File: config.mk
export PLATFORM = sky130hd
export DESIGN_NAME = mosrd_top
export DESIGN_NICKNAME = d
export VERILOG_FILES = /design/src/hw/mosrd_pkg.sv /design/src/hw/mosrd_osc_watch.sv /design/src/hw/mosrd_top.sv
export SDC_FILE = /design/constraint.sdc
export NUM_CORES = 1
export LEC_CHECK = 0
export ABC_AREA = 1
export BUFFER_PORTS_ARGS = -buffer_cell sky130_fd_sc_hd__buf_2
export CAP_MARGIN = 25
export CORE_ASPECT_RATIO = 0.8
export CORE_MARGIN = 2
export CORE_UTILIZATION = 49
export DETAILED_ROUTE_END_ITERATION = 16
export GPL_TIMING_DRIVEN = 0
export PLACE_DENSITY = 0.84
export SYNTH_ARGS = -nofsm -noshare
export SYNTH_HDL_FRONTEND = slang
export SYNTH_HIERARCHICAL = 1
export SYNTH_SLANG_ARGS = --single-unit
File: constraint.sdc
create_clock -name clk_i -period 2.44 [get_ports clk_i]
set_input_delay 0.122 -clock clk_i [delete_from_list [all_inputs] [get_ports clk_i]]
set_output_delay 0.122 -clock clk_i [all_outputs]
set_load 0.01 [all_outputs]
File: src/hw/mosrd_pkg.sv
`default_nettype none
package mosrd_pkg;
  // Timing of the main clock watchdog
  localparam int unsigned CLK_HZ = 200_000_000;
  localparam int unsigned MIN_MAIN_HZ = 2_000_000;
  // One slowest main period of silence means stopped
  localparam int unsigned STOP_CYC = CLK_HZ / MIN_MAIN_HZ;
  localparam int unsigned RESTART_EDGES = 4;

  // Register map (byte addresses)
  localparam logic [7:0] OFF_CTRL = 8'h00;
  localparam logic [7:0] OFF_CLK = 8'h04;
  localparam logic [7:0] OFF_STAT = 8'h08;
  localparam logic [7:0] OFF_MASK = 8'h0C;

  // Monitor control fields
  localparam int unsigned CTRL_EN = 0;
  localparam int unsigned CTRL_OCS = 1;
  localparam int unsigned CTRL_FLAG = 2;
  localparam int unsigned CTRL_STOPPED = 3;
  localparam int unsigned CTRL_ACT = 7;
  // Clock source fields
  localparam int unsigned CLK_OSC_STOP = 0;
  localparam int unsigned CLK_PLL = 1;
  // Interrupt status and mask fields
  localparam int unsigned IRQ_STOP = 0;
  localparam int unsigned IRQ_REOSC = 1;
  localparam int unsigned IRQ_W = 2;

  // Reset values
  localparam logic RST_OSC_STOP = 1'b1;
  localparam logic [IRQ_W-1:0] RST_MASK = 2'h0;

  // Wishbone request and answer
  typedef struct packed {
    logic cyc;
    logic stb;
    logic we;
    logic [7:0] adr;
    logic [3:0] sel;
    logic [31:0] dat;
  } mosrd_wb_req_t;

  typedef struct packed {
    logic ack;
    logic [31:0] dat;
  } mosrd_wb_rsp_t;

  // Watchdog events
  typedef struct packed {
    logic stop;
    logic reosc;
    logic running;
  } mosrd_evt_t;

  typedef enum logic [0:0] {
    DET_RUN = 1'b0,
    DET_STOP = 1'b1
  } mosrd_det_t;
endpackage : mosrd_pkg
`default_nettype wire

File: src/hw/mosrd_osc_watch.sv
`timescale 1ns/1ps
`default_nettype none
module mosrd_osc_watch #(
  parameter int unsigned STOP_CYC = mosrd_pkg::STOP_CYC,
  parameter int unsigned RESTART_EDGES = mosrd_pkg::RESTART_EDGES
) (
  // Clock and reset
  input wire logic clk_i,
  input wire logic rst_i,
  // Main clock pin
  input wire logic main_clock_input_i,
  // Events
  output var mosrd_pkg::mosrd_evt_t evt_o
);
  import mosrd_pkg::*;
  localparam int unsigned CW = $clog2(STOP_CYC + 1);
  localparam int unsigned EW = $clog2(RESTART_EDGES + 1);
  localparam logic [CW-1:0] QUIET_LAST = CW'(STOP_CYC - 1);
  localparam logic [EW-1:0] EDGE_LAST = EW'(RESTART_EDGES - 1);

  logic sync1_q, sync2_q, prev_q;
  logic [CW-1:0] quiet_q;
  logic [EW-1:0] edges_q;
  mosrd_det_t state_q;
  wire logic edge_w;
  wire logic quiet_done_w;
  wire logic restart_w;

  // Edge seen on either level change of the settled pin
  assign edge_w = sync2_q ^ prev_q;
  assign quiet_done_w = !edge_w && (quiet_q == QUIET_LAST);
  assign restart_w = edge_w && (edges_q == EDGE_LAST);

  // Pin settling; first stage feeds only the second
  always_ff @(posedge clk_i) begin
    sync1_q <= main_clock_input_i;
    sync2_q <= sync1_q;
    prev_q <= sync2_q;
  end

  // Quiet counter and restart edge counter
  always_ff @(posedge clk_i) begin
    if (rst_i) begin
      state_q <= DET_RUN;
      quiet_q <= '0;
      edges_q <= '0;
      evt_o <= '{stop: 1'b0, reosc: 1'b0, running: 1'b1};
    end else begin
      evt_o.stop <= 1'b0;
      evt_o.reosc <= 1'b0;
      quiet_q <= (edge_w || quiet_done_w) ? '0 : quiet_q + 1'b1;
      case (state_q)
        DET_RUN: begin
          if (quiet_done_w) begin
            state_q <= DET_STOP;
            evt_o.stop <= 1'b1;
            evt_o.running <= 1'b0;
          end
        end
        DET_STOP: begin
          // A single glitch never counts as a restart; RESTART_EDGES edges before a full quiet gap are needed
          if (restart_w) begin
            state_q <= DET_RUN;
            edges_q <= '0;
            evt_o.reosc <= 1'b1;
            evt_o.running <= 1'b1;
          end else if (edge_w) begin
            edges_q <= edges_q + 1'b1;
          end else if (quiet_done_w) begin
            edges_q <= '0;
          end
        end
        default: state_q <= DET_RUN;
      endcase
    end
  end
endmodule : mosrd_osc_watch
`default_nettype wire

File: src/hw/mosrd_top.sv
// Added by the designer: the register addresses and register access over Wishbone.
`timescale 1ns/1ps
`default_nettype none
module mosrd_top #(
  parameter int unsigned STOP_CYC = mosrd_pkg::STOP_CYC,
  parameter int unsigned RESTART_EDGES = mosrd_pkg::RESTART_EDGES
) (
  // Clock and reset
  input wire logic clk_i,
  input wire logic rst_i,
  // Register bus
  input wire mosrd_pkg::mosrd_wb_req_t wb_req_i,
  output var mosrd_pkg::mosrd_wb_rsp_t wb_rsp_o,
  // Main clock and system resets
  input wire logic main_clock_input_i,
  input wire logic pin_reset_i,
  input wire logic brownout_reset_i,
  // Clock control and requests
  output logic onchip_clock_select_o,
  output logic onchip_osc_run_o,
  output logic osc_stop_reset_o,
  output logic irq_o
);
  import mosrd_pkg::*;

  function automatic logic hit(input logic [7:0] adr, input logic [7:0] off);
    hit = (adr == off);
  endfunction : hit

  mosrd_evt_t evt_w;
  logic en_q, act_q, ocs_q, flag_q, stopped_q, oscstop_q, pll_q, halt_q;
  logic en_d, act_d, ocs_d, flag_d, stopped_d, oscstop_d, pll_d;
  logic [IRQ_W-1:0] stat_q, stat_d, mask_q, mask_d;
  logic ack_q, irq_q;
  logic [31:0] rdat_q;

  mosrd_osc_watch #(
    .STOP_CYC(STOP_CYC),
    .RESTART_EDGES(RESTART_EDGES)
  ) u_watch (
    .clk_i(clk_i),
    .rst_i(rst_i),
    .main_clock_input_i(main_clock_input_i),
    .evt_o(evt_w)
  );

  // Bus decode; writes land on the acknowledging edge
  wire logic req_w = wb_req_i.cyc && wb_req_i.stb;
  wire logic wr_w = req_w && wb_req_i.we && ack_q && wb_req_i.sel[0];
  wire logic wr_ctrl_w = wr_w && hit(wb_req_i.adr, OFF_CTRL);
  wire logic wr_clk_w = wr_w && hit(wb_req_i.adr, OFF_CLK);
  wire logic wr_stat_w = wr_w && hit(wb_req_i.adr, OFF_STAT);
  wire logic wr_mask_w = wr_w && hit(wb_req_i.adr, OFF_MASK);
  wire logic [31:0] wd_w = wb_req_i.dat;

  // Events only count while monitoring is enabled
  wire logic ev_stop_w = en_q && evt_w.stop;
  wire logic ev_reosc_w = en_q && evt_w.reosc;
  wire logic int_stop_w = ev_stop_w && act_q;
  wire logic int_reosc_w = ev_reosc_w && act_q;
  // Reset action on either detection
  wire logic go_halt_w = !act_q && (ev_stop_w || ev_reosc_w);
  wire logic release_w = rst_i || pin_reset_i || brownout_reset_i;
  // Halt re-initialises every register of the register file below
  wire logic init_w = rst_i || halt_q;

  // Control field updates; hardware update beats software write
  assign en_d = wr_ctrl_w ? wd_w[CTRL_EN] : en_q;
  assign act_d = wr_ctrl_w ? wd_w[CTRL_ACT] : act_q;
  assign pll_d = wr_clk_w ? wd_w[CLK_PLL] : pll_q;
  assign ocs_d = (int_stop_w && !pll_q) ? 1'b1 :
                 wr_ctrl_w ? wd_w[CTRL_OCS] : ocs_q;
  assign flag_d = (int_stop_w || int_reosc_w) ? 1'b1 :
                  (wr_ctrl_w && !wd_w[CTRL_FLAG]) ? 1'b0 : flag_q;
  assign stopped_d = int_stop_w ? 1'b1 : int_reosc_w ? 1'b0 : stopped_q;
  assign oscstop_d = (int_stop_w || int_reosc_w) ? 1'b0 :
                     wr_clk_w ? wd_w[CLK_OSC_STOP] : oscstop_q;

  // Sticky status, write one to clear, new event wins
  assign stat_d = (stat_q & ~(wr_stat_w ? wd_w[IRQ_W-1:0] : {IRQ_W{1'b0}}))
                  | {int_reosc_w, int_stop_w};
  assign mask_d = wr_mask_w ? wd_w[IRQ_W-1:0] : mask_q;

  // Read data assembly; unmapped offsets read zero
  wire logic [7:0] ctrl_rd_w = {act_q, 3'h0, stopped_q, flag_q, ocs_q, en_q};
  wire logic [31:0] rd_w =
    hit(wb_req_i.adr, OFF_CTRL) ? {24'h0, ctrl_rd_w} :
    hit(wb_req_i.adr, OFF_CLK) ? {30'h0, pll_q, oscstop_q} :
    hit(wb_req_i.adr, OFF_STAT) ? {30'h0, stat_q} :
    hit(wb_req_i.adr, OFF_MASK) ? {30'h0, mask_q} : 32'h0;

  // Bus answer one cycle after the request
  always_ff @(posedge clk_i) begin
    if (rst_i) begin
      ack_q <= 1'b0;
      rdat_q <= 32'h0;
    end else begin
      ack_q <= req_w && !ack_q;
      rdat_q <= rd_w;
    end
  end

  // Halt is kept through its own initialisation
  always_ff @(posedge clk_i) begin
    if (release_w) begin
      halt_q <= 1'b0;
    end else if (go_halt_w) begin
      halt_q <= 1'b1;
    end
  end

  // Register file
  always_ff @(posedge clk_i) begin
    if (init_w) begin
      en_q <= 1'b0;
      act_q <= 1'b0;
      ocs_q <= 1'b0;
      flag_q <= 1'b0;
      stopped_q <= 1'b0;
      oscstop_q <= RST_OSC_STOP;
      pll_q <= 1'b0;
      stat_q <= '0;
      mask_q <= RST_MASK;
      irq_q <= 1'b0;
    end else begin
      en_q <= en_d;
      act_q <= act_d;
      ocs_q <= ocs_d;
      flag_q <= flag_d;
      stopped_q <= stopped_d;
      oscstop_q <= oscstop_d;
      pll_q <= pll_d;
      stat_q <= stat_d;
      mask_q <= mask_d;
      irq_q <= |(stat_q & mask_q);
    end
  end

  // Outputs straight from flops
  assign wb_rsp_o = '{ack: ack_q, dat: rdat_q};
  assign onchip_clock_select_o = ocs_q;
  assign onchip_osc_run_o = !oscstop_q;
  assign osc_stop_reset_o = halt_q;
  assign irq_o = irq_q;
endmodule : mosrd_top
`default_nettype wire

==> key figures <==
Outcome
  – Outcome: completed

Yosys
  – Syn_area_per_cell: around 7.7 µm²
  – Mapped Cells: 232
  – Synthesized cell area: 1790 µm²
  – Synth warnings: 6

Setup path
  – Most used cell, CP: ha_1
  – Critical-path cell list: ha_1 -> ha_1 -> inv_1 -> nand4_1 -> or2_1 -> a21oi_1
  – Worst-path cell with the longest stage delay: dfxtp_1
  – Setup CP Type: reg2reg
  – Crit-path max cell delay: between 0.3 and 0.4 ns
  – Critical Path Sink Type: flop
  – Worst Path Required: 2.65 ns
  – Worst EP arrival: between 1.5 and 2 ns
  – Max FO, Critical Path: 3
  – CP Launch Type: flop

Clock tree
  – CTS Root Cell: clkbuf_8
  – Setup Buffers After CTS: 0
  – H-tree Lvls: 2
  – Clk Latency, worst-skew pair: a little under 0.3 ns
  – Clock Path Buffers: 2
  – Clk slew on worst S/H paths: 0.07 ns
  – TritonCTS Buffers: 5
  – # hold bufs at CTS: 1
  – CTS Sinks: 35
  – TritonCTS clock tree: yes
  – CTS resizes: 0

Pwr
  – P_int: 860 µW
  – Seq pwr share: 51.2%
  – Switching Power: between 200 and 300 µW
  – Switching share of power: 24.0%
  – Comb power frac: about a tenth
  – Power per cell area: 516 nW/µm²
  – IR drop worst, VDD: approximately 0.35 mV
  – Pleak: 0.00108 µW
  – Power share of the clock group: between 30 and 40%

Final layout
  – Share of cells above drive strength 1: 29.3%
  – Commonest non-fill, non-tap cell in the layout: nand2_1
  – Final nets: about 350
  – Layout Cells excl Fill: approximately 340
  – Final Cell Area: 2190 µm²
  – Most frequent cells in the layout: nand2_1, dfxtp_1, buf_2, nor2_1, buf_4
  – Area growth syn-to-layout: 22.7%
  – Antenna cells: 0

Floorplan
  – Die Y-Extent: 58.0 µm
  – Std cell rows: 19
  – CORE AREA: between 3000 and 4000 µm²
  – Starting Density: 51.4%
  – Die Area: slightly above 4000 µm²
  – # IOs: 89
  – Die X: 71.5 µm

Detailed routing
  – Initial drt markers: 93
  – Drt wl/cell: 9.24 µm
  – Final wirelength: 3130 µm
  – Final ANT Viol Nets: 0
  – Drt drc: 0
  – Detailed Routing Iterations Pass 1: 4
  – Routed via count: 1479
  – Vias per Instance: 4.36

GRT
  – Met3 Use GR: roughly 7.3%
  – Global route hottest layer: met2
  – Met1 Track Usage GR: 19.2%
  – Grt total ovfl: 0
  – Met2 Usage GRT: 26.2%
  – Number of global-route vias before repair: between 1000 and 1500
  – First-pass GRT wire length: 5090 µm
  – Largest net degree at the start of global routing: 12
  – Overall Global Routing Usage: 16.2%
  – Initial antenna violation count: 0

Placement
  – Post-Place Worst Slack: 1.13 ns
  – Placer Congestion: 0.848
  – Placed Area: 2090 µm²
  – Cell total after placement: between 300 and 400
  – DPL Wire Length: 2400 µm
  – Port bufs: 30

STA
  – RSZ-0062 raised after global routing: no
  – Clock period minus worst slack: ~1.3 ns
  – Final Cycle Share: 55.1%
  – Setup violators final: 0
  – Max-slew violation count: 0
  – Fin Setup TNS: 0 ns
  – Final hold vios: 0
  – Skew final: 0.00636 ns
  – Worst setup margin: 1.09 ns
  – Fmax: roughly 0.74 GHz
  – Worst hold slack: 0.0650 ns

Job
  – MaxCap Viol Count: 0

Hold path
  – Min-delay worst type: in2reg
## worst max-delay path, delay by kind of cell (launching register included)
family | cells | cell delay [ns]
flops | 1 | 0.31
fa+ha+maj | 2 | 0.38
simple gates | 2 | 0.34
compound gates | 1 | 0.16
buf+inv | 1 | 0.09
## per-layer routing
metal	wire (µm)	up-vias
li1	-	802
met1	1370	633
met2	1500	40
met3	227	4
met4	32	0
met5	0	-
## power by group through the flow
| stage | sequential [µW] | clock (µW) | combinational (µW) |
|---|---|---|---|
| after floorplan | 592 | 0 | 82.3 |
| after global placement | 592 | 0 | 110 |
| after detailed placement | 593 | 0 | 111 |
| after CTS | 579 | 455 | 112 |
| after global routing | 580 | 477 | 127 |
| final | 579 | 438 | 113 |
## per-stage QoR
step / utilization, % / power [µW]
floorplan: - / 674
CTS: 63.1 / 1150
finish: 63.1 / 1130
global placement: 60.1 / 702
detailed placement: 60.1 / 703
global route: 63.1 / 1180
## sequential cells by signal, indices dropped and copies added (netlist names), 2 cells and up
name / flops
u_watch/quiet_q: 7
rdat_q: 5
u_watch/edges_q: 3
mask_q: 2
stat_q: 2
u_watch/evt_o: 2
## path summary, 6_finish.rpt
path                                    startpoint            endpoint  slack, ns  depth (start not counted)
worst min-delay path              brownout_reset_i    osc_stop_reset_o       0.06                          3
worst max-delay path            u_watch/edges_q[0]  u_watch/edges_q[2]       1.09                          6
worst min register to register     u_watch/sync1_q     u_watch/sync2_q       0.33                          0
worst max register to register  u_watch/edges_q[0]  u_watch/edges_q[2]       1.09                          6
## layout make-up
cell class	count	area, µm²
clock inverter	1	8.76
inverter	29	109
fill	330	1280
tap	42	52.6
clock buffer	7	86.3
buffer	30	226
timing repair buffer	31	160
sequential	35	701
multi-input combinational	164	847
(Power assumes the default switching activity.)
